==> config.mk <==
export PLATFORM = sky130hd
export DESIGN_NAME = ext_memory_port
export DESIGN_NICKNAME = d
export VERILOG_FILES = /design/src/ext_port_pkg.sv /design/src/ext_memory_port.sv
export SDC_FILE = /design/constraint.sdc
export NUM_CORES = 1
export LEC_CHECK = 0
export BUFFER_PORTS_ARGS = -buffer_cell sky130_fd_sc_hd__buf_2
export CORE_ASPECT_RATIO = 1.75
export CORE_MARGIN = 5
export CORE_UTILIZATION = 53
export DETAILED_ROUTE_END_ITERATION = 10
export GPL_TIMING_DRIVEN = 0
export PLACE_DENSITY_LB_ADDON = 0.05
export SYNTH_ARGS = -nofsm -noshare
export SYNTH_HDL_FRONTEND = slang
export SYNTH_SLANG_ARGS = --single-unit
export TNS_END_PERCENT = 50
==> constraint.sdc <==
create_clock -name clk_i -period 2.9 [get_ports clk_i]
set_input_delay 0.58 -clock clk_i [delete_from_list [all_inputs] [get_ports clk_i]]
set_output_delay 0.58 -clock clk_i [all_outputs]
set_load 0.005 [all_outputs]
==> src/ext_port_pkg.sv <==
package ext_port_pkg;
	localparam int ADDR_W    = 18;
	localparam int DATA_W    = 8;
	localparam int WAIT_W    = 5;
	localparam int ATTR_W    = 2;
	// Register port map (word index on the plain register port)
	localparam logic [3:0] REG_WAIT_CTRL  = 4'h0;
	localparam logic [3:0] REG_MODE       = 4'h1;
	localparam logic [3:0] REG_STATUS     = 4'h2;
	// Bit positions inside the mode register
	localparam int MODE_SYNC_BIT   = 0;
	localparam int MODE_ROW_BIT    = 1;
	localparam int MODE_POL0_BIT   = 2;
	localparam int MODE_POL1_BIT   = 3;
	localparam int MODE_W          = 4;
	// Reset values
	localparam logic [WAIT_W-1:0] WAIT_RESET = 5'h01;
	localparam logic [MODE_W-1:0] MODE_RESET = 4'h0;

	typedef enum logic [1:0] {
		ST_IDLE  = 2'b00,
		ST_WAIT  = 2'b01,
		ST_ACK   = 2'b10,
		ST_DONE  = 2'b11
	} bus_state_e;
endpackage

==> src/ext_memory_port.sv <==
`timescale 1ns/1ps
module ext_memory_port
	import ext_port_pkg::*;
(
	input  wire logic              clk_i,
	input  wire logic              rst_i,
	input  wire logic              standby_i,
	input  wire logic              req_i,
	input  wire logic              req_write_i,
	input  wire logic [ADDR_W-1:0] req_addr_i,
	input  wire logic [DATA_W-1:0] req_wdata_i,
	input  wire logic [ATTR_W-1:0] req_attr_i,
	output logic                   req_ready_o,
	output logic                   done_o,
	output logic      [DATA_W-1:0] rdata_o,
	input  wire logic [3:0]        reg_addr_i,
	input  wire logic [7:0]        reg_wdata_i,
	input  wire logic              reg_write_i,
	input  wire logic              reg_read_i,
	output logic      [7:0]        reg_rdata_o,
	output logic      [ADDR_W-1:0] ext_addr_bus_o,
	input  wire logic [DATA_W-1:0] ext_data_bus_i,
	output logic      [DATA_W-1:0] ext_data_bus_o,
	output logic                   ext_data_bus_oe_o,
	output logic      [ATTR_W-1:0] attribute_select_o,
	output logic                   attribute_select_oe_o,
	output logic                   col_strobe_n_o,
	output logic                   read_strobe_n_o,
	output logic                   write_strobe_n_o,
	output logic                   ctrl_oe_o,
	input  wire logic              transfer_ack_n_i
);

	typedef struct packed {
		bus_state_e        state;
		logic [WAIT_W-1:0] min_wait;
		logic [MODE_W-1:0] mode;
		logic [WAIT_W-1:0] wait_cnt;
		logic              write;
		logic [ATTR_W-1:0] attr;
		logic [ADDR_W-1:0] addr;
		logic [DATA_W-1:0] wdata;
		logic [DATA_W-1:0] rdata;
		logic              done;
		logic              ack_meta;
		logic              ack_sync;
		logic [7:0]        reg_rdata;
	} state_s;

	state_s cur;
	state_s next_cur;

	function automatic logic [ATTR_W-1:0] apply_pol(
		input logic [ATTR_W-1:0] v,
		input logic [MODE_W-1:0] m
	);
		apply_pol = v ^ {m[MODE_POL1_BIT], m[MODE_POL0_BIT]};
	endfunction

	logic ack_seen;
	logic active;

	always_comb begin
		// Async mode reads only the second synchronizer stage
		ack_seen = cur.mode[MODE_SYNC_BIT] ? !transfer_ack_n_i
			: cur.ack_sync;
		active = (cur.state != ST_IDLE);
	end

	always_comb begin
		next_cur = cur;
		next_cur.done = 1'b0;
		next_cur.ack_meta = !transfer_ack_n_i;
		next_cur.ack_sync = cur.ack_meta;
		next_cur.reg_rdata = 8'h00;
		if (reg_read_i) begin
			case (reg_addr_i)
				REG_WAIT_CTRL: next_cur.reg_rdata = 8'(cur.min_wait);
				REG_MODE:      next_cur.reg_rdata = 8'(cur.mode);
				REG_STATUS:    next_cur.reg_rdata = 8'({active});
				default:       next_cur.reg_rdata = 8'h00;
			endcase
		end
		if (reg_write_i) begin
			case (reg_addr_i)
				REG_WAIT_CTRL: next_cur.min_wait = reg_wdata_i[WAIT_W-1:0];
				REG_MODE:      next_cur.mode = reg_wdata_i[MODE_W-1:0];
				default:       ;
			endcase
		end
		case (cur.state)
			ST_IDLE: begin
				// Address only changes when an access starts
				if (req_i && !standby_i) begin
					next_cur.addr = req_addr_i;
					next_cur.write = req_write_i;
					next_cur.wdata = req_wdata_i;
					next_cur.attr = req_attr_i;
					next_cur.wait_cnt = cur.min_wait;
					next_cur.state = ST_WAIT;
				end
			end
			ST_WAIT: begin
				// Programmed minimum first, then acknowledge may stretch
				if (cur.wait_cnt != '0) begin
					next_cur.wait_cnt = cur.wait_cnt - 1'b1;
				end else if (cur.min_wait == '0 || cur.mode[MODE_ROW_BIT]
						|| ack_seen) begin
					next_cur.state = ST_ACK;
				end
			end
			ST_ACK: begin
				// One clock after acknowledge the cycle ends
				if (!cur.write) begin
					next_cur.rdata = ext_data_bus_i;
				end
				next_cur.done = 1'b1;
				next_cur.state = ST_DONE;
			end
			ST_DONE: begin
				next_cur.state = ST_IDLE;
			end
			default: next_cur.state = ST_IDLE;
		endcase
	end

	always_ff @(posedge clk_i) begin
		if (rst_i) begin
			cur <= '0;
			cur.state <= ST_IDLE;
			cur.min_wait <= WAIT_RESET;
			cur.mode <= MODE_RESET;
		end else begin
			cur <= next_cur;
		end
	end

	logic drive;
	logic strobe;
	always_comb begin
		drive = !rst_i && !standby_i;
		strobe = (cur.state == ST_WAIT) || (cur.state == ST_ACK);
		req_ready_o = (cur.state == ST_IDLE) && !standby_i;
		done_o = cur.done;
		rdata_o = cur.rdata;
		reg_rdata_o = cur.reg_rdata;
		ext_addr_bus_o = cur.addr;
		ext_data_bus_o = cur.wdata;
		ext_data_bus_oe_o = drive && strobe && cur.write;
		attribute_select_oe_o = drive;
		// Selects assert for the whole cycle, column strobe for the access
		attribute_select_o = apply_pol((strobe || cur.state == ST_DONE)
			? cur.attr : '0, cur.mode);
		ctrl_oe_o = drive;
		col_strobe_n_o = !(cur.mode[MODE_ROW_BIT] && strobe);
		read_strobe_n_o = !(strobe && !cur.write);
		write_strobe_n_o = !(strobe && cur.write);
	end

	// Acknowledge cannot start a cycle from idle
	a_idle_ack_ignored: assert property (
		@(posedge clk_i) disable iff (rst_i)
		cur.state == ST_IDLE && !(req_i && !standby_i)
		|=> cur.state == ST_IDLE)
		else $error("acknowledge affected idle bus");

	a_standby_float: assert property (
		@(posedge clk_i) disable iff (rst_i)
		standby_i |-> !ext_data_bus_oe_o && !ctrl_oe_o
		&& !attribute_select_oe_o)
		else $error("outputs driven in standby");

	a_reset_float: assert property (
		@(posedge clk_i)
		rst_i |-> !ext_data_bus_oe_o && !ctrl_oe_o)
		else $error("outputs driven in reset");

	a_reset_attr_float: assert property (
		@(posedge clk_i)
		rst_i |-> !attribute_select_oe_o)
		else $error("attributes driven in reset");

	a_addr_hold: assert property (
		@(posedge clk_i) disable iff (rst_i)
		cur.state != ST_IDLE |=> $stable(ext_addr_bus_o))
		else $error("address changed during cycle");

	a_idle_addr_keep: assert property (
		@(posedge clk_i) disable iff (rst_i)
		cur.state == ST_IDLE && !(req_i && !standby_i)
		|=> $stable(ext_addr_bus_o))
		else $error("address toggled while idle");

	a_addr_load: assert property (
		@(posedge clk_i) disable iff (rst_i)
		cur.state == ST_IDLE && req_i && !standby_i
		|=> ext_addr_bus_o == $past(req_addr_i))
		else $error("address not loaded at start");

	a_ack_end: assert property (
		@(posedge clk_i) disable iff (rst_i)
		cur.state == ST_ACK |=> done_o ##1 cur.state == ST_IDLE)
		else $error("cycle did not end after acknowledge");

	a_pend_no_ack: assert property (
		@(posedge clk_i) disable iff (rst_i)
		cur.state == ST_WAIT && cur.wait_cnt == '0 && !ack_seen
		&& cur.min_wait != '0 && !cur.mode[MODE_ROW_BIT]
		|=> cur.state == ST_WAIT)
		else $error("cycle ended without acknowledge");

	a_min_wait: assert property (
		@(posedge clk_i) disable iff (rst_i)
		cur.state == ST_WAIT && cur.wait_cnt != '0
		|=> cur.state == ST_WAIT)
		else $error("minimum wait cut short");

	a_start_count: assert property (
		@(posedge clk_i) disable iff (rst_i)
		cur.state == ST_IDLE && req_i && !standby_i
		|=> cur.wait_cnt == $past(cur.min_wait))
		else $error("wait count not loaded from minimum");

	// Ways out of the wait state
	a_ack_proceeds: assert property (
		@(posedge clk_i) disable iff (rst_i)
		cur.state == ST_WAIT && cur.wait_cnt == '0 && ack_seen
		|=> cur.state == ST_ACK)
		else $error("acknowledge did not end wait");

	a_zero_no_stretch: assert property (
		@(posedge clk_i) disable iff (rst_i)
		cur.state == ST_WAIT && cur.wait_cnt == '0 && cur.min_wait == '0
		|=> cur.state == ST_ACK)
		else $error("zero wait access was stretched");

	a_row_no_stretch: assert property (
		@(posedge clk_i) disable iff (rst_i)
		cur.state == ST_WAIT && cur.wait_cnt == '0 && cur.mode[MODE_ROW_BIT]
		|=> cur.state == ST_ACK)
		else $error("row strobe access was stretched");

	a_read_strobe: assert property (
		@(posedge clk_i) disable iff (rst_i)
		!read_strobe_n_o |-> !cur.write && write_strobe_n_o)
		else $error("read and write strobes overlap");

	a_read_assert: assert property (
		@(posedge clk_i) disable iff (rst_i)
		cur.state == ST_WAIT && !cur.write |-> !read_strobe_n_o)
		else $error("read strobe missing in read cycle");

	a_write_assert: assert property (
		@(posedge clk_i) disable iff (rst_i)
		cur.state == ST_WAIT && cur.write |-> !write_strobe_n_o)
		else $error("write strobe missing in write cycle");

	a_idle_strobes: assert property (
		@(posedge clk_i) disable iff (rst_i)
		cur.state == ST_IDLE |-> read_strobe_n_o && write_strobe_n_o
		&& col_strobe_n_o)
		else $error("strobe active while idle");

	a_done_strobes: assert property (
		@(posedge clk_i) disable iff (rst_i)
		cur.state == ST_DONE |-> read_strobe_n_o && write_strobe_n_o)
		else $error("strobe active after cycle end");

	a_cas_row_only: assert property (
		@(posedge clk_i) disable iff (rst_i)
		!col_strobe_n_o |-> cur.mode[MODE_ROW_BIT])
		else $error("column strobe outside row mode");

	a_cas_in_cycle: assert property (
		@(posedge clk_i) disable iff (rst_i)
		cur.mode[MODE_ROW_BIT] && cur.state == ST_ACK |-> !col_strobe_n_o)
		else $error("column strobe missing in row cycle");

	// Data bus direction and content
	a_write_drive: assert property (
		@(posedge clk_i) disable iff (rst_i)
		cur.state == ST_WAIT && cur.write && !standby_i |-> ext_data_bus_oe_o)
		else $error("data bus not driven in write");

	a_read_release: assert property (
		@(posedge clk_i) disable iff (rst_i)
		!cur.write |-> !ext_data_bus_oe_o)
		else $error("data bus driven in read");

	a_wdata_hold: assert property (
		@(posedge clk_i) disable iff (rst_i)
		cur.state != ST_IDLE |=> $stable(ext_data_bus_o))
		else $error("write data changed during cycle");

	a_read_capture: assert property (
		@(posedge clk_i) disable iff (rst_i)
		cur.state == ST_ACK && !cur.write |=> rdata_o == $past(ext_data_bus_i))
		else $error("read data not captured");

	a_attr_idle_level: assert property (
		@(posedge clk_i) disable iff (rst_i)
		cur.state == ST_IDLE |-> attribute_select_o
		== {cur.mode[MODE_POL1_BIT], cur.mode[MODE_POL0_BIT]})
		else $error("attribute idle level wrong");

	a_attr_drive: assert property (
		@(posedge clk_i) disable iff (rst_i)
		!standby_i |-> attribute_select_oe_o)
		else $error("attributes floating when active");

	a_ctrl_drive: assert property (
		@(posedge clk_i) disable iff (rst_i)
		!standby_i |-> ctrl_oe_o)
		else $error("strobes floating when active");

	// Acknowledge paths
	a_sync_direct: assert property (
		@(posedge clk_i) disable iff (rst_i)
		cur.mode[MODE_SYNC_BIT] |-> ack_seen != transfer_ack_n_i)
		else $error("synchronous acknowledge not direct");

	a_sync_two: assert property (
		@(posedge clk_i) disable iff (rst_i)
		!cur.mode[MODE_SYNC_BIT] |-> ack_seen != $past(transfer_ack_n_i, 2))
		else $error("asynchronous acknowledge not two-stage");

	a_done_pulse: assert property (
		@(posedge clk_i) disable iff (rst_i)
		done_o |=> !done_o)
		else $error("done longer than one cycle");

	a_done_after_ack: assert property (
		@(posedge clk_i) disable iff (rst_i)
		done_o |-> $past(cur.state) == ST_ACK)
		else $error("done without acknowledge cycle");

	a_ready_idle: assert property (
		@(posedge clk_i) disable iff (rst_i)
		req_ready_o |-> cur.state == ST_IDLE && !standby_i)
		else $error("ready while busy or in standby");

	a_standby_no_start: assert property (
		@(posedge clk_i) disable iff (rst_i)
		cur.state == ST_IDLE && standby_i |=> cur.state == ST_IDLE)
		else $error("cycle started in standby");

endmodule // ext_memory_port

Yosys cells after proc, flatten, opt, wreduce, memory -nomap -nowiden
Cells that the tools add are included.
Word-level totals
  output and inout bits: 52
  bits of input ports: 56
  bits in registers: 64
Cells by class
  equality and inequality tests: 9
  add/sub/neg operators: 1
  bitwise gates (word level): 3
  reduce and logical (&&, ||, !) cells: 32
  mux-type cells: 11
Operators by type and width (count)
  two-way mux 34 bit: 1
  one-hot mux 5 bit (3 select lines): 1
  one-hot mux 5 bit (2 select lines): 1
  logical AND 1 bit: 8
  two-way mux 2 bit: 4
  != test 2 bit, second input constant: 4
  one-hot mux 2 bit (4 select lines): 1
  AND reduction 2 bit: 4
  zero test 1 bit: 7
  AND reduction 3 bit: 2
  zero test 5 bit: 1
  two-way mux 5 bit: 1
  nonzero test 5 bit: 1
  subtractor 5 x 1 -> 5 bit, second input constant: 1
  == test 2 bit, second input constant: 2
  == test 4 x 1 -> 1 bit, second input constant: 1
  == test 4 x 2 -> 1 bit, second input constant: 1
  zero test 4 bit: 1
  logical OR 1 bit: 4
  nonzero test 2 bit: 2
  == test 2 x 1 -> 1 bit, second input constant: 1
  zero test 2 bit: 1
  two-way mux 1 bit: 2
  inverter 1 bit: 2
  other kinds (2): 2

Depth between registers and ports, before layout
  depth in word-level cells: 6
  depth in mapped cells: 7

Worst setup path after synthesis
Ideal clock, no wire load.
  kind: input to output
  from: in rst_i
  to: out ctrl_oe_o
  stages on the path: 5
  arrival: 1546 ps
  path slack: 774 ps
  cells stage by stage: clkbuf_1 clkbuf_1 buf_1 nor2_1 buf_4
Between the ends
  longest elaborated chain between the ends: 2
Ends and longest elaborated chain
  from (decl): line ext_memory_port.sv:6  | input wire logic rst_i,
  zero test 1 bit: line ext_memory_port.sv:141  | drive = !rst_i && !standby_i;
  logical AND 1 bit: line ext_memory_port.sv:141
  to (decl): line ext_memory_port.sv:30  | output logic ctrl_oe_o,
No other way between the ends.

Worst setup path after layout
Ends and elaborated chain as after synthesis.

==> run metrics <==
reg2reg setup slack 1.03 ns; clock slew at reported path FFs 0.06 ns; PwrDens approximately 700 mW/mm^2; status finished, final reports clean; Final min period 2.71 ns; post-synthesis async set-or-reset flop share 0%; drc violations 0; final slew viol count 0; Mapped Area 0.00284 sq mm; RSZ-0062 raised after global routing false; final wirelength 6490 um; crit start category primary input; maximum vdd drop 0.543 mV; Setup TNS 0 ns; Top Ports 108; IO buf count 99; most common cell after layout, fill and taps aside buf_2; hold path startpoint transfer_ack_n_i; CP Class in -> out; CTS tree built; total iterations of the first detailed-routing run 4; Layout area overhead 27.2%; Vias/cell 4.85; critical path data required time 2.32 ns; post-synthesis xor/xnor area fraction less than 1%; layout cell share with drive strength beyond 1 36.3%; # rows 35; TritonCTS Buffers 9; vias in the first global route 2432; Wirelength per Cell 12.8 um; Least-Margin Pin Slew 0.543 ns; Int Pwr 1.72 mW; hpwl dp 5000 um; Unique masters post-synth 37; cell depth of the worst setup path 6; max_slew headroom 63.3%; crit-path max FO 10; Max Freq 0.369 GHz; part of the power in registers between 40% and 50%; first-pass GRT wire length 10500 um; die height 107 um; Post-CTS Setup Bufs 0; final worst path period share between 90 and 100%; skew final 0.00496 ns; ys flop type dfxtp_1; Top Family by Delay on Critical Path buffers and inverters; die area approximately 0.0070 sq mm; Nets 509; crit-path cells clkbuf_1, clkbuf_1, buf_1, nor2_1, buf_4, buf_2; most used cell, CP clkbuf_1; Overall Power between 2 and 2.5 mW; worst skew pair latency about 0.33 ns; slowest stage delay, CP about 0.5 ns; post-synthesis adder-cell area fraction 2.20%; leakage power figure roughly 1.7 nW; worst r2r src cur[62]; MaxCap Viol Count 0; r2r endpoint cur[49]; Hold Path End cur[9]; simple-gate share of the synthesized area 23.0%; Clk pwr share between 30% and 40%; Ant. Diodes 0; largest net degree at the start of global routing 11; Total GRT Usage 19.4%; GR Overflow Total 0; Die W 65.3 um; via count roughly 2500; initial detailed-routing violation count 133; cell count after synthesis about 340; most frequent cells in the layout buf_2 (102), nand2_1 (67), dfxtp_1 (61); initial antenna violation count 0; CTS Hold Bufs 0; Yosys reg bits 61; core box area 0.00526 sq mm; arrival time worst endpoint 2.13 ns; initial core utilization 54.0%; Sink Count 61; clock root buffer clkbuf_8; slowest CP cell buf_1; Switching Share 30.1%; Longest Clk Path Bufs 2; EDFF count, synth 0; GPL Wtd Cong 0.900; combinational power share 29.5%; post-cts resize count 0; critical path buffer and inverter count 5; Synth Area in Compound Gates 8.82%; Hold Path Class in -> reg; mux share of post-synthesis cell area just under 8%; Yosys Warn Count 0; largest family of logic cells by synthesized area simple AND/OR/NAND/NOR gates; sequential share of the synthesized area 43.0%; Hold Crit Depth 2; # setup viols final 0; antenna-violating nets left 0; Syn Area/Cell 8.45 sq um; Net Sw Power approximately 740 uW; Fin. Hold Viols 0; R2R cell count 6; crit end category output port; H-tree levels 3
synth_stat cells (2+ instances only):
| library cell | n | area (sq um) |
|---|---|---|
| nand2_1 | 67 | 251 |
| dfxtp_1 | 61 | 1220 |
| buf_4 | 43 | 323 |
| a21oi_1 | 34 | 170 |
| nor2_1 | 27 | 101 |
| mux2i_1 | 22 | 220 |
| clkbuf_1 | 13 | 48.8 |
| nand2b_1 | 11 | 68.8 |
| nor2b_1 | 6 | 37.5 |
| nor3_1 | 6 | 30.0 |
| ha_1 | 5 | 62.6 |
| inv_1 | 5 | 18.8 |
| buf_2 | 3 | 15.0 |
| o21ai_0 | 3 | 15.0 |
| or4b_1 | 3 | 30.0 |
| and2_1 | 2 | 12.5 |
| nand3b_1 | 2 | 15.0 |
| nor3b_1 | 2 | 15.0 |
| nor4_1 | 2 | 12.5 |
| xnor2_1 | 2 | 17.5 |
state kept, by name, summed over array words and instances (netlist names):
signal          count
cur                21
ext_data_bus_o      8
done_o              1
reg_rdata_o         5
rdata_o             8
ext_addr_bus_o     18
power by group through the flow:
stage | registers, mW | logic [mW] | clock network [mW]
2_1_floorplan | 0.993 | 0.518 | 0
3_3_place_gp | 1.00 | 0.718 | 0
3_5_place_dp | 1.01 | 0.727 | 0
4_1_cts | 0.991 | 0.730 | 0.764
5_1_grt | 1.00 | 0.815 | 0.801
6_report | 0.990 | 0.726 | 0.748
routing by layer:
layer  share of wire, %  up-vias  GRT usage (%)
met5                  0        -              0
met4                1.5        0           6.53
met3                5.5        7           4.93
met2                 54       65           36.8
met1                 39     1113           19.8
li1                   -     1276              -
worst max-delay path by stage:
stage | startpoint | end | slack [ns]
4_1_cts | rst_i | ctrl_oe_o | 0.19
2_1_floorplan | rst_i | ctrl_oe_o | 0.77
6_report | rst_i | ctrl_oe_o | 0.19
3_5_place_dp | rst_i | ctrl_oe_o | 0.18
3_3_place_gp | rst_i | ctrl_oe_o | 0.21
5_1_grt | rst_i | ctrl_oe_o | 0.03
metrics by stage:
| step | instance area [sq um] | hold WS [ns] | utilization, % | instances | worst slack [ns] |
|---|---|---|---|---|---|
| floorplan | 2850 | 0.414 | - | 338 | 0.774 |
| global placement | 3410 | 0.420 | 64.9 | 492 | 0.210 |
| detailed placement | 3410 | 0.428 | 64.9 | 492 | 0.176 |
| CTS | 3610 | 0.411 | 68.7 | 507 | 0.193 |
| global route | 3610 | 0.428 | 68.7 | 507 | 0.0296 |
| finish | 3610 | 0.423 | 68.7 | 507 | 0.188 |
area by class of cell:
type,count,area (sq um)
Multi-Input combinational cell,212,1210
Tap cell,55,68.8
Clock buffer,11,151
Sequential cell,61,1220
Buffer,60,390
Timing Repair Buffer,99,495
Inverter,5,18.8
Clock inverter,4,47.5
Fill cell,477,1650
kinds of logic (layout without fill, tap and decap cells):
| logic type | Yosys count | after routing |
|---|---|---|
| AND/OR/NAND/NOR | 135 | 135 |
| flip-flops | 61 | 61 |
| AO/OA/AOI/OAI | 45 | 45 |
| adder cells (fa/ha/maj) | 5 | 5 |
| other | 1 | 3 |
| buffers and inverters | 65 | 179 |
| XOR/XNOR | 2 | 2 |
| multiplexers | 22 | 22 |
Note: power is estimated with default switching activity, not from simulation.
